File: src/spch_map.svh
// Register map, field positions and timing counts for the standby handler
//------------------------------------------------------------------
// Function
//------------------------------------------------------------------
// Function
// RULE1: Timed standby opcodes: standby now, load timer
// RULE2: Flush write cache before spin-down, bus live
// RULE3: Already spun down: skip the spin-down
// RULE4: Accept commands; media access waits for speed
// RULE5: Timer counts only in idle mode
// RULE6: Count zero disables timer, nonzero enables
// RULE7: Counts 1-240 give count times five
// RULE8: Counts 241-251 give (count-240)*30 minutes
// RULE9: 252=21min, 253=8h, 255=21m15s, 254 reserved
// RULE10: Timer expiry without access enters standby
// RULE11: Host access reloads the full interval
// RULE12: Immediate opcodes: enter standby at once
// RULE13: Immediate standby keeps the stored timer setting
// RULE14: Completion: only abort error; fixed status bits
`ifndef SPCH_MAP_SVH
`define SPCH_MAP_SVH

// Byte offsets on APB
`define SPCH_OFF_CMD      8'h00
`define SPCH_OFF_STATUS   8'h04
`define SPCH_OFF_TIMER    8'h08
`define SPCH_OFF_ACCESS   8'h0C
`define SPCH_OFF_INTSTAT  8'h10
`define SPCH_OFF_INTMASK  8'h14

// Opcodes
`define SPCH_OP_STBY_A    8'hE2
`define SPCH_OP_STBY_B    8'h96
`define SPCH_OP_STBYI_A   8'hE0
`define SPCH_OP_STBYI_B   8'h94

// Interrupt bit positions
`define SPCH_IRQ_DONE     0
`define SPCH_IRQ_AUTO     1
`define SPCH_IRQ_MEDIA    2

// Reset values
`define SPCH_RST_MASK     3'h0
`define SPCH_RST_COUNT    8'h00

// Timing
`define SPCH_CLK_HZ       100000000
`define SPCH_TICK_S       1
`define SPCH_STEP_S       16'h0005
`define SPCH_HALFHOUR_S   16'h0708
`define SPCH_C252_S       16'h04EC
`define SPCH_C253_S       16'h7080
`define SPCH_C255_S       16'h04FB

`endif

File: src/spch_pkg.sv
// Types shared by the standby power command handler
package spch_pkg;

    typedef enum logic [2:0] {
        ST_IDLE,
        ST_FLUSH,
        ST_SPINDOWN,
        ST_STANDBY,
        ST_SPINUP
    } spch_state_e;

    typedef struct packed {
        logic bsy;
        logic rdy;
        logic df;
        logic dsc;
        logic drq;
        logic cor;
        logic idx;
        logic err;
    } spch_status_s;

    typedef struct packed {
        logic cache_clean;
        logic spun_down;
        logic at_speed;
    } spch_drive_s;

endpackage

File: src/spch_top.sv
// Standby and standby-immediate command handler with APB registers
//
// The placing of the registers and the APB register port were chosen for this implementation.
`include "spch_map.svh"
`timescale 1ns/1ns
`default_nettype none

module spch_top #(
    parameter int SEC_CYCLES = `SPCH_CLK_HZ * `SPCH_TICK_S
) (
    // Clock and reset
    input  wire logic        pclk,
    input  wire logic        presetn,
    // APB slave
    input  wire logic        psel,
    input  wire logic        penable,
    input  wire logic        pwrite,
    input  wire logic [7:0]  paddr,
    input  wire logic [31:0] pwdata,
    output logic      [31:0] prdata,
    output logic             pready,
    output logic             pslverr,
    // Drive mechanics, asynchronous levels
    input  wire logic        cache_clean,
    input  wire logic        spun_down,
    input  wire logic        at_speed,
    // Drive requests
    output logic             flush_req,
    output logic             spin_down_req,
    output logic             spin_up_req,
    output logic             media_ready,
    // Interrupt
    output logic             irq
);

    if (SEC_CYCLES < 2) begin : g_bad_sec
        $error("SEC_CYCLES must be at least 2");
    end

    //------------------------------------------------------------------
    // Input synchronisers
    //------------------------------------------------------------------
    spch_pkg::spch_drive_s sync1;
    spch_pkg::spch_drive_s drv;

    always_ff @(posedge pclk or negedge presetn) begin
        if (!presetn) begin
            sync1 <= '0;
            drv   <= '0;
        end else begin
            sync1 <= '{cache_clean, spun_down, at_speed};
            drv   <= sync1;
        end
    end

    //------------------------------------------------------------------
    // Timeout decode
    //------------------------------------------------------------------
    // RULE6: zero gives no interval
    function automatic logic [15:0] timeout_s(input logic [7:0] c);
        logic [15:0] v;
        v = 16'h0000;
        if (c == 8'h00) begin
            v = 16'h0000;
        // RULE7: count times five
        end else if (c <= 8'hF0) begin
            v = 16'(c) * `SPCH_STEP_S;
        // RULE8: half-hour steps
        end else if (c <= 8'hFB) begin
            v = 16'(c - 8'hF0) * `SPCH_HALFHOUR_S;
        // RULE9: special codes
        end else if (c == 8'hFC) begin
            v = `SPCH_C252_S;
        end else if (c == 8'hFD) begin
            v = `SPCH_C253_S;
        end else if (c == 8'hFF) begin
            v = `SPCH_C255_S;
        end
        // Reserved 254 leaves the timer disabled
        return v;
    endfunction

    //------------------------------------------------------------------
    // State
    //------------------------------------------------------------------
    spch_pkg::spch_state_e state;
    spch_pkg::spch_state_e next_state;
    spch_pkg::spch_status_s ata_status;
    spch_pkg::spch_status_s next_ata_status;
    logic [7:0]  ata_error;
    logic [7:0]  next_ata_error;
    logic [7:0]  last_cmd;
    logic [7:0]  next_last_cmd;
    logic [7:0]  tmo_count;
    logic [7:0]  next_tmo_count;
    logic [15:0] remain;
    logic [15:0] next_remain;
    logic [31:0] presc;
    logic [31:0] next_presc;
    logic        cmd_busy;
    logic        next_cmd_busy;
    logic        auto_run;
    logic        next_auto_run;
    logic        media_wait;
    logic        next_media_wait;
    logic [2:0]  int_stat;
    logic [2:0]  next_int_stat;
    logic [2:0]  int_mask;
    logic [2:0]  next_int_mask;
    logic [31:0] next_prdata;

    logic        wr_acc;
    logic        rd_setup;
    logic        mapped;
    logic        cmd_wr;
    logic        acc_wr;
    logic [7:0]  opc;
    logic [7:0]  cnt;
    logic        is_timed;
    logic        is_immed;
    logic        accepted;
    logic        tick;
    logic [2:0]  ev;

    assign wr_acc   = psel & penable & pwrite;
    assign rd_setup = psel & ~penable & ~pwrite;
    assign mapped   = (paddr == `SPCH_OFF_CMD)     ||
                      (paddr == `SPCH_OFF_STATUS)  ||
                      (paddr == `SPCH_OFF_TIMER)   ||
                      (paddr == `SPCH_OFF_ACCESS)  ||
                      (paddr == `SPCH_OFF_INTSTAT) ||
                      (paddr == `SPCH_OFF_INTMASK);
    assign cmd_wr   = wr_acc & (paddr == `SPCH_OFF_CMD);
    assign acc_wr   = wr_acc & (paddr == `SPCH_OFF_ACCESS);
    assign opc      = pwdata[7:0];
    assign cnt      = pwdata[15:8];
    assign is_timed = (opc == `SPCH_OP_STBY_A) | (opc == `SPCH_OP_STBY_B);
    assign is_immed = (opc == `SPCH_OP_STBYI_A) |
                      (opc == `SPCH_OP_STBYI_B);
    // Commands during a running one are dropped, not queued
    assign accepted = cmd_wr & ~cmd_busy;
    assign tick     = (presc == 32'(SEC_CYCLES - 1));

    // RULE2: bus never stalls, even while spinning down
    assign pready   = 1'b1;
    assign pslverr  = psel & penable & ~mapped;

    assign flush_req     = (state == spch_pkg::ST_FLUSH);
    assign spin_down_req = (state == spch_pkg::ST_SPINDOWN);
    assign spin_up_req   = (state == spch_pkg::ST_SPINUP);
    assign media_ready   = (state == spch_pkg::ST_IDLE) & drv.at_speed;
    assign irq           = |(int_stat & int_mask);

    //------------------------------------------------------------------
    // Next-state logic
    //------------------------------------------------------------------
    always_comb begin
        next_state      = state;
        next_ata_status = ata_status;
        next_ata_error  = ata_error;
        next_last_cmd   = last_cmd;
        next_tmo_count  = tmo_count;
        next_remain     = remain;
        next_presc      = presc;
        next_cmd_busy   = cmd_busy;
        next_auto_run   = auto_run;
        next_media_wait = media_wait;
        next_int_mask   = int_mask;
        next_prdata     = prdata;
        ev              = 3'h0;

        if (accepted) begin
            next_last_cmd = opc;
            if (is_timed | is_immed) begin
                // RULE1: load setting from the count field
                if (is_timed) begin
                    next_tmo_count = cnt;
                end
                // RULE13: immediate form leaves tmo_count alone
                // RULE12: standby entry starts at once
                next_state      = spch_pkg::ST_FLUSH;
                next_cmd_busy   = 1'b1;
                next_auto_run   = 1'b0;
                next_ata_status = '{bsy: 1'b1, default: 1'b0};
                next_ata_error  = 8'h00;
            end else begin
                // Unsupported opcode completes with abort
                next_ata_status = '{rdy: 1'b1, dsc: 1'b1, err: 1'b1,
                                    default: 1'b0};
                next_ata_error  = 8'h04;
                ev[`SPCH_IRQ_DONE] = 1'b1;
            end
        end

        case (state)
            spch_pkg::ST_IDLE: begin
                // RULE5: count only while idle
                if (tmo_count != 8'h00 && remain != 16'h0000) begin
                    next_presc = tick ? 32'h0 : presc + 32'h1;
                    // RULE10: expiry enters standby on its own
                    if (tick && remain == 16'h0001) begin
                        next_state    = spch_pkg::ST_FLUSH;
                        next_auto_run = 1'b1;
                        next_remain   = 16'h0000;
                    end else if (tick) begin
                        next_remain = remain - 16'h0001;
                    end
                end
            end
            // RULE2: cached writes complete before spin-down
            spch_pkg::ST_FLUSH: begin
                if (drv.cache_clean) begin
                    // RULE3: no spin-down when already stopped
                    next_state = drv.spun_down ? spch_pkg::ST_STANDBY
                                               : spch_pkg::ST_SPINDOWN;
                end
            end
            spch_pkg::ST_SPINDOWN: begin
                if (drv.spun_down) begin
                    next_state = spch_pkg::ST_STANDBY;
                end
            end
            spch_pkg::ST_STANDBY: begin
                if (cmd_busy) begin
                    // RULE14: only abort may show; fixed status
                    next_cmd_busy   = 1'b0;
                    next_ata_status = '{rdy: 1'b1, dsc: 1'b1,
                                        default: 1'b0};
                    next_ata_error  = 8'h00;
                    ev[`SPCH_IRQ_DONE] = 1'b1;
                end
                if (auto_run) begin
                    next_auto_run = 1'b0;
                    ev[`SPCH_IRQ_AUTO] = 1'b1;
                end
                // RULE4: media access waits for spindle speed
                if (media_wait || (acc_wr && pwdata[0])) begin
                    next_state = spch_pkg::ST_SPINUP;
                end
            end
            spch_pkg::ST_SPINUP: begin
                // A command taken now must not be lost to the idle return
                if (drv.at_speed && next_state == spch_pkg::ST_SPINUP) begin
                    next_state      = spch_pkg::ST_IDLE;
                    next_media_wait = 1'b0;
                    next_remain     = timeout_s(tmo_count);
                    next_presc      = 32'h0;
                    ev[`SPCH_IRQ_MEDIA] = 1'b1;
                end
            end
            default: begin
                next_state = spch_pkg::ST_IDLE;
            end
        endcase

        // Media request seen outside idle and spin-up is held for the spin-up
        if (acc_wr && pwdata[0] && state != spch_pkg::ST_IDLE &&
            state != spch_pkg::ST_SPINUP) begin
            next_media_wait = 1'b1;
        end

        // RULE11: an access-register write or accepted command in idle that stays in idle reloads the interval
        if ((acc_wr || accepted) && state == spch_pkg::ST_IDLE &&
            next_state == spch_pkg::ST_IDLE) begin
            next_remain = timeout_s(tmo_count);
            next_presc  = 32'h0;
        end
        if (accepted && is_timed) begin
            next_remain = timeout_s(cnt);
            next_presc  = 32'h0;
        end

        if (wr_acc && paddr == `SPCH_OFF_INTMASK) begin
            next_int_mask = pwdata[2:0];
        end
        // Set beats the write-one clear
        next_int_stat = int_stat | ev;
        if (wr_acc && paddr == `SPCH_OFF_INTSTAT) begin
            next_int_stat = (int_stat & ~pwdata[2:0]) | ev;
        end

        if (rd_setup) begin
            case (paddr)
                `SPCH_OFF_CMD:     next_prdata = {24'h0, last_cmd};
                `SPCH_OFF_STATUS:  next_prdata = {12'h0, media_wait,
                                                  state, ata_error,
                                                  ata_status};
                `SPCH_OFF_TIMER:   next_prdata = {8'h0, remain,
                                                  tmo_count};
                `SPCH_OFF_INTSTAT: next_prdata = {29'h0, int_stat};
                `SPCH_OFF_INTMASK: next_prdata = {29'h0, int_mask};
                default:           next_prdata = 32'h0;
            endcase
        end
    end

    //------------------------------------------------------------------
    // Registers
    //------------------------------------------------------------------
    always_ff @(posedge pclk or negedge presetn) begin
        if (!presetn) begin
            state      <= spch_pkg::ST_IDLE;
            ata_status <= '{rdy: 1'b1, dsc: 1'b1, default: 1'b0};
            ata_error  <= 8'h00;
            last_cmd   <= 8'h00;
            tmo_count  <= `SPCH_RST_COUNT;
            remain     <= 16'h0000;
            presc      <= 32'h0;
            cmd_busy   <= 1'b0;
            auto_run   <= 1'b0;
            media_wait <= 1'b0;
            int_stat   <= 3'h0;
            int_mask   <= `SPCH_RST_MASK;
            prdata     <= 32'h0;
        end else begin
            state      <= next_state;
            ata_status <= next_ata_status;
            ata_error  <= next_ata_error;
            last_cmd   <= next_last_cmd;
            tmo_count  <= next_tmo_count;
            remain     <= next_remain;
            presc      <= next_presc;
            cmd_busy   <= next_cmd_busy;
            auto_run   <= next_auto_run;
            media_wait <= next_media_wait;
            int_stat   <= next_int_stat;
            int_mask   <= next_int_mask;
            prdata     <= next_prdata;
        end
    end

endmodule

`default_nettype wire

File: config.mk
export PLATFORM = sky130hd
export DESIGN_NAME = spch_top
export DESIGN_NICKNAME = d
export VERILOG_FILES = /design/src/spch_pkg.sv /design/src/spch_top.sv
export VERILOG_INCLUDE_DIRS = /design/src
export SDC_FILE = /design/constraint.sdc
export NUM_CORES = 1
export LEC_CHECK = 0
export BUFFER_PORTS_ARGS = -buffer_cell sky130_fd_sc_hd__clkbuf_2
export CORE_ASPECT_RATIO = 1.25
export CORE_MARGIN = 5
export CORE_UTILIZATION = 25
export DETAILED_ROUTE_END_ITERATION = 6
export HOLD_SLACK_MARGIN = 0.03
export SYNTH_ARGS = -nofsm -noshare
export SYNTH_HDL_FRONTEND = slang
export SYNTH_SLANG_ARGS = --single-unit
File: constraint.sdc
create_clock -name pclk -period 7.9 [get_ports pclk]
set_clock_uncertainty 0.05 [all_clocks]
set_input_delay 0.395 -clock pclk [delete_from_list [all_inputs] [get_ports pclk]]
set_output_delay 0.395 -clock pclk [all_outputs]
set_load 0.03 [all_outputs]
# Yosys cells after proc, flatten, opt, wreduce, memory -nomap -nowiden
# Index checks and enable logic that the tools add are counted.
[word_totals]
n_memories = 0
mem_bits_ro = 0
output_inout_bits = 39
reg_bits = 130
ram_bits = 0
inputBits = 48
latchBits = 0
[op_classes]
addsub = 4
mux = 65
n_shift = 0
eq_ne = 26
bitwise = 21
n_reduce_logical = 34
n_mul = 4
div_mod_pow = 0
n_lt_le_gt_ge = 4
[op_table]
columns = ["cell", "n"]
rows = [
  ["$mux 16", 12],
  ["$mux 32", 5],
  ["$pmux 24 s5", 1],
  ["$eq 8x8->1 const B", 10],
  ["$pmux 32 s2", 1],
  ["$mux 15", 4],
  ["$mux 8", 7],
  ["$add 32x1->32 const B", 1],
  ["$eq 32x27->1 const B", 1],
  ["$le 8x8->1 const B", 4],
  ["$mul 16x8->13 const B", 2],
  ["$pmux 16 s2", 1],
  ["$mux 3", 10],
  ["$logic_not 8->1", 3],
  ["$mul 8x3->11 const B", 2],
  ["$mux 11", 2],
  ["$mux 1", 19],
  ["$sub 8x8->9 const B", 2],
  ["$eq 16x1->1 const B", 1],
  ["$eq 8x4->1 const B", 2],
  ["$eq 8x5->1 const B", 2],
  ["$reduce_bool 16->1", 1],
  ["$sub 16x1->16 const B", 1],
  ["$pmux 3 s5", 1],
  ["other kinds (27)", 63],
]

# Logic depth before layout (Yosys ltp)
# Gate-level depths: netlist of run 1.
[logic_depth]
depth_word = 13
mapped_depth = 17
mapped_depth_nobuf = 17

# Worst setup path after synthesis of run 1
# Ideal clock, no wire load.
[synth_path]
path_type = "flip-flop to flip-flop"
from = "reg tmo_count[2]"
to = "reg remain[15]"
synth_period_minus_slack_ns = 3.747
t_required_ns = 7.773
path_stages_with_launch = 16
setup_ns = 0.077
setup_slack_ns = 4.153
arrival_time_ns = 3.620
cell_sequence = "dfrtp_1 -> inv_1 -> fa_1 -> inv_1 -> ha_1 -> fa_1 -> ha_1 -> ha_1 -> a21o_1 -> a21oi_1 -> o21bai_1 -> a21oi_1 -> xnor2_1 -> a21oi_1 -> a211o_1 -> a21oi_1"
[synth_between]
elab_chain_cells = 9
[synth_lines]
columns = ["item", "line_no", "text"]
rows = [
  ["start, declared", "spch_top.sv:94", "logic [7:0] tmo_count;"],
  ["start signal, assigned", "spch_top.sv:306", "tmo_count <= `SPCH_RST_COUNT;"],
  ["start signal, assigned", "spch_top.sv:320", "tmo_count <= next_tmo_count;"],
  ["$sub 8x8->9", "spch_top.sv:70", "v = 16'(c - 8'hF0) * `SPCH_HALFHOUR_S;"],
  ["$mul 16x8->13 (no line)", "-", ""],
  ["$mux 16", "spch_top.sv:69", "end else if (c <= 8'hFB) begin"],
  ["$mux 16", "spch_top.sv:66", "end else if (c <= 8'hF0) begin"],
  ["$mux 16", "spch_top.sv:63", "if (c == 8'h00) begin"],
  ["$mux 16", "spch_top.sv:243", "if (drv.at_speed && next_state == spch_pkg::ST_SPINUP) begin"],
  ["$pmux 16 s2", "spch_top.sv:195", "case (state)"],
  ["$mux 16", "spch_top.sv:263", "if ((acc_wr || accepted) && state == spch_pkg::ST_IDLE &&"],
  ["$mux 16", "spch_top.sv:268", "if (accepted && is_timed) begin"],
  ["end signal, assigned", "spch_top.sv:321", "remain <= next_remain;"],
  ["end, declared", "spch_top.sv:96", "logic [15:0] remain;"],
]
# Several ways; a longest one is shown, not always the timed one. The select of a mux whose other input is x is not followed.
# A chain may end at the register's enable or synchronous reset.

# Worst setup path after layout of run 1
[layout_path]
from = "reg tmo_count[4]"
to = "reg remain[15]"
# Same word-level chain as after synthesis.

==> results.cfg, run 1 <==
[grt]
use_met3_pct = 2.420
grt_pass1_vias = 7662
gr-usage-met1_pct = 15.64
grt_max_degree = 68
overflow = 0
grt_pass1_wl_um = 41040
busiest_layer = met2
grt.total_usage_pct = 12.41
antenna_found_initial = 1
use_met2_pct = 20.68

[layout]
finalNonFillerCells = 1572
area_growth_pct = 15.07
nFillCells = 3810
register_area_um2 = 3055
drive_gt1_share_pct = 12.09
fin_nets = 1226
multi_input_area_um2 = 5588
num_antenna_cells = 0
final_cell_area_um2 = 10540

[drt]
viasPerCell = 4.895
ant_nets = 0
drt_wl_total_um = 25010
drc = 0
drt_iter0_drc = 604
via_count = 7695
drtPass1Iterations = 5
wl_per_cell_um = 15.91

[synth]
synthFlopType = dfrtp_1
synth_area_leaders = dfrtp_1, ha_1, o21ai_0
yosysTopAreaCell = dfrtp_1
yosysWarnings = 0
mappedNetlistArea_um2 = 9155
ys_ff_latch = 122
synth_seq_area_share_pct = 33.37
synth.distinct_cells = 75
synth.top_cell.area_share_pct = 32.80
async_reset_ff_share_pct = 100.0
synth_edf_count = 0
syn_area_per_cell_um2 = 8.811
syn_inst = 1039

[clocking]
cts_htree_levels = 4
clock-root-buffer = clkbuf_16
numClockSinks = 122
ctsResizeCount = 0
cts_tree = built
insertion_delay_ns = 0.43
cts_buffer_depth = 2
clkTransAtPathRegs_ns = 0.06
cts_buffers = 17

[pwr]
swShare_pct = 36.90
p_leak_nw = 4.875
clkPwrFrac_pct = 33.0
combPwrFrac_pct = 33.4
seq_power_share_pct = 33.5
ir_drop_v = 0.0001811
powerDensity_nw_per_um2 = 243.3
p_total_mw = 2.564
internal-power_mw = 1.618
power.switching_mw = 0.9459

[timing]
hold_slack_ns = 0.1851
period_share_pct = 53.93
worstMarginPinSlew_ns = 1.318
slew_headroom_pct = 11.37
finalCriticalPeriod_ns = 4.260
setup_viol = 0
finalHoldViolCount = 0
rsz0062_at_grt = false
fmax_mhz = 234.7
slew_violations = 0
tns_ns = 0

[worst_setup_path]
crit_arrival_ns = 4.56
crit_path_start = tmo_count[4]
cp_max_fo = 10
slowest_stage = dfrtp_1
crit_path_end_kind = flop
path_class = flop to flop
critPathBufInv = 4
required_ns = 8.20
start_kind = flop
r2r-start = tmo_count[4]
critPathTopFamily = adder cells
crit_chain = inv_1 -> ha_1 -> xnor2_1 -> xnor2_1 -> ha_1 -> inv_1 -> fa_1 -> inv_1 -> ha_1 -> ha_1 -> inv_1 -> o21bai_1 -> a21oi_1 -> xnor2_1 -> a21oi_1 -> a211o_1 -> a21oi_1
slowest_delay_ns = 0.62

[floorplan]
io_pins = 87
start_util_pct = 25.29
rows = 78
die_w_um = 181.2
core_area_um2 = 36210
die_h_um = 224.0
die_area_um2 = 40570

[worst_hold_path]
hp-class = primary input to flop
min_from = pwdata[7]

[place]
portBuffers = 61
place_area_um2 = 9856
hpwlAfterDp_um = 18780
dp.cells = 1536
place.gp.congestion = 0.9149

[outcome]
status = completed

[flow_run]
cap_violations = 0
-- routing by layer --
metal,up-vias,part of all wire [%],wire length [µm]
met5,-,0.044,11
met4,2,3.4,854
met3,40,4.9,1235
met2,211,48,12120
met1,3714,43,10790
li1,3728,-,-
-- path summary, 6_finish.rpt --
kind	depth (start not counted)	endpoint	slack (ns)
min in group asynchronous	2	sync1[2]	0.51
max in group asynchronous	3	prdata[21]	5.91
min reg2reg	0	drv[1]	0.30
max	17	remain[15]	3.64
min	2	last_cmd[7]	0.19
max reg2reg	17	remain[15]	3.64
-- metrics by stage --
step | util, % | setup slack, ns
after floorplan | - | 4.153
after global placement | 27.22 | 3.415
after detailed placement | 27.22 | 3.294
after CTS | 29.10 | 3.610
after global routing | 29.10 | 3.336
final | 29.10 | 3.640
-- power by group through the flow --
stage	Clock, mW	Sequential [mW]	Combinational (mW)
2_1_floorplan	0	0.804	0.697
3_3_place_gp	0	0.865	0.843
3_5_place_dp	0	0.867	0.854
4_1_cts	0.865	0.857	0.861
5_1_grt	0.897	0.876	0.969
6_report	0.847	0.860	0.857
-- placed cells by master, fill, tap and decap left out, drive strengths merged, types with 7 or more instances in the layout --
| master | n |
|---|---|
| fa | 18 |
| nor2 | 96 |
| dfrtp | 120 |
| ha | 81 |
| clkbuf | 82 |
| nor4 | 11 |
| mux2 | 11 |
| nand3 | 24 |
| nand2 | 91 |
| a211oi | 12 |
| xor2 | 33 |
| mux2i | 10 |
| o21ai | 85 |
| xnor2 | 27 |
| nand4 | 14 |
| a22oi | 16 |
| a21o | 16 |
| nor3 | 25 |
| and3 | 18 |
| and2 | 20 |
| inv | 71 |
| a31oi | 9 |
| nor3b | 9 |
| o31ai | 7 |
| or3 | 9 |
| nand2b | 10 |
| conb | 9 |
| a21oi | 57 |
-- cells by family after synthesis --
| group | Yosys count | synth area share [%] |
|---|---|---|
| compound gates | 254 | 17.78 |
| fa+ha+maj | 99 | 15.01 |
| flops | 122 | 33.37 |
| buf+inv | 127 | 5.931 |
| xor+xnor | 60 | 5.740 |
| mux | 21 | 2.446 |
| simple gates | 354 | 19.64 |
| other cells | 2 | 0.08203 |
-- timing repair --
action | in CTS | in global routing
endpoints found under the hold margin | 58 | 0
hold buffers | 4 | 0
setup buffers | 0 | 0
-- sequential cells by signal (all words and copies together), names as in the netlist --
| signal | cells |
|---|---|
| ata_error | 8 |
| ata_status | 8 |
| auto_run | 1 |
| cmd_busy | 1 |
| drv | 3 |
| int_mask | 3 |
| int_stat | 3 |
| last_cmd | 8 |
| media_wait | 1 |
| prdata | 24 |
| presc | 32 |
| remain | 16 |
| state | 3 |
| sync1 | 3 |
| tmo_count | 8 |
-- synth_stat cells (10+ instances only) --
library cell  number
xor2_1            33
nor2_1            94
nand3_1           24
mux2i_1           10
xnor2_1           27
fa_1              18
clkbuf_1          34
inv_1             71
nand2_1           91
dfrtp_1          120
nand4_1           14
a211oi_1          11
and2_1            20
o21ai_0           80
nor3_1            23
and3_1            18
a22oi_1           16
a21o_1            16
ha_1              81
mux2_2            11
nand2b_1          10
a21oi_1           56
-- final cells by class --
cell class	count	share of cell area (%)
inverters	71	2.530
clock buffers	22	4.501
clock inverters	10	1.568
repair buffers	70	3.658
multi-input cells	797	53.04
well taps	480	5.701
flip-flops and latches	122	29.00
Note: power is estimated with default switching activity, not from simulation.
==> run 2, diff against run 1 <==
clock period = 3.6 ns   (was 7.9 ns; I/O delays follow)
==> run 2 against run 1 <==
The flow now finishes with violations (setup timing). Routed wire length up 2.5%. Via count up 2.4%. First-iteration DRC count down 27%. Clock power increased by 95%. Cell area grew 4.6%. Die area is the same. Sequential cell count stayed put. Combinational power grew 130%. Cell count up 3.1%. Largest cell class unchanged.
==> results.cfg, run 2 (same netlist as run 1, synthesis figures left out) <==
[grt]
overflow = 0
grt.total_usage_pct = 12.66
grt_pass1_wl_um = 41880
grt_max_degree = 65
antenna_found_initial = 0
grt_pass1_vias = 7868

[floorplan]
rows = 78
core_area_um2 = 36210
start_util_pct = 25.29
die_area_um2 = 40570
io_pins = 87
die_w_um = 181.2
die_h_um = 224.0

[layout]
area_growth_pct = 20.36
drive_gt1_share_pct = 17.38
final_util_pct = 30.43
largest_reg_flops = 32
top_regs = presc: 32 flops, prdata: 24 flops, remain: 16 flops
regMostFlops = presc
final_common_cell = dfrtp_1
final_cell_mix = dfrtp_1, nor2_1, nand2_1
fin_nets = 1275
multi_input_area_um2 = 5731
final_cell_area_um2 = 11020
nFillCells = 3768
register_area_um2 = 3060

[outcome]
status = complete, but fails checks
failed_checks = setup timing

[worst_setup_path]
crit_arrival_ns = 3.93
path_class = flop to flop
crit_path_end_kind = flop
start_kind = flop
required_ns = 3.91
cp_max_fo = 6

[clocking]
cts_buffers = 17
cts_tree = built
clkTransAtPathRegs_ns = 0.06
numClockSinks = 122
insertion_delay_ns = 0.43
clock-root-buffer = clkbuf_16
cts_buffer_depth = 2
cts_htree_levels = 4

[pwr]
seq_power_share_pct = 34.4
combPwrFrac_pct = 35.4
powerDensity_nw_per_um2 = 497.7
ir_drop_v = 0.0003771
p_leak_nw = 5.070
internal-power_mw = 3.424
swShare_pct = 37.58
power.switching_mw = 2.061
clkPwrFrac_pct = 30.1

[drt]
drtPass1Iterations = 5
dr_wl_met2_um = 12910
highest_layer = met4
met3WireLength_um = 1123
ant_nets = 0
drt_wl_total_um = 25640
drc = 0
drt-met1-wl_um = 10760
via_count = 7882
wl_per_cell_um = 15.83
viasPerCell = 4.865
drt_iter0_drc = 443

[timing]
period_share_pct = 100.5
finalHoldViolCount = 0
finalCriticalPeriod_ns = 3.617
slew_violations = 0
worstMarginPinSlew_ns = 0.8739
slew_headroom_pct = 41.74
setup_slack_ns = -0.01750
fmax_mhz = 276.4
setup_viol = 2
tns_ns = -0.03239
hold_slack_ns = 0.05038
rsz0062_at_grt = true

[place]
place_area_um2 = 10170
place.gp.congestion = 0.9038
hpwlAfterDp_um = 19480
portBuffers = 61
dp_slack_ns = -0.08200

[worst_hold_path]
hp-class = primary input to flop

[flow_run]
cap_violations = 0
## run 2: area by class of cell
class                   instances  share of cell area, %
repair buffers                119                  7.210
clock inverters                 7                 0.8516
diodes                          1                0.02271
well taps                     480                  5.450
flip-flops and latches        122                  27.77
inverters                      71                  2.441
clock buffers                  23                  4.247
multi-input cells             797                  52.00
## run 2: routing by layer
metal	track usage, %	up-vias
met5	0	-
met2	21.94	182
met4	5.352	0
li1	-	3832
met1	15.41	3823
met3	2.388	45
## run 2: power groups by stage
stage          sequential, mW  clock (mW)  combinational (mW)
2_1_floorplan            1.76           0                1.53
3_3_place_gp             1.90           0                1.90
3_5_place_dp             1.90           0                1.92
4_1_cts                  1.88        1.69                1.95
5_1_grt                  1.92        1.74                2.19
6_report                 1.89        1.65                1.94
## run 2: what timing repair did
action / CTS / global route
endpoints found under the hold margin: 76 / 0
gates cloned: 0 / 0
setup buffers: 1 / 2
pin swaps: 17 / 14
resized for setup: 16 / 12
hold buffers: 11 / 0
setup endpoints to repair: 3 / 4
## run 2: critical path, cell delays in order (launching register included)
cell      delay [ns]
dfrtp_2         0.41
buf_6           0.14
fa_1            0.45
ha_4            0.27
fa_1            0.59
ha_4            0.23
ha_4            0.23
a21o_1          0.16
a21oi_2         0.15
o21bai_1        0.07
a21oi_1         0.16
xnor2_1         0.13
a21oi_1         0.09
a211o_1         0.29
a21oi_2         0.13
## run 2: worst paths after layout
| kind | slack [ns] | to | depth (start not counted) | startpoint |
|---|---|---|---|---|
| setup / recovery | -0.02 | remain[15] | 14 | tmo_count[1] |
| hold / removal | 0.05 | int_mask[1] | 2 | pwdata[1] |
| setup reg to reg | -0.02 | remain[15] | 14 | tmo_count[1] |
| hold reg to reg | 0.31 | drv[2] | 0 | sync1[2] |
| max in group asynchronous | 2.25 | ata_status[4] | 3 | presetn |
| min in group asynchronous | 0.36 | presc[28] | 2 | presetn |
## run 2: metrics by stage
step | std cells | power, mW
after detailed placement | 1575 | 3.827
after global routing | 1619 | 5.850
after floorplan | 1046 | 3.294
final | 1620 | 5.484
after global placement | 1575 | 3.796
after CTS | 1617 | 5.517
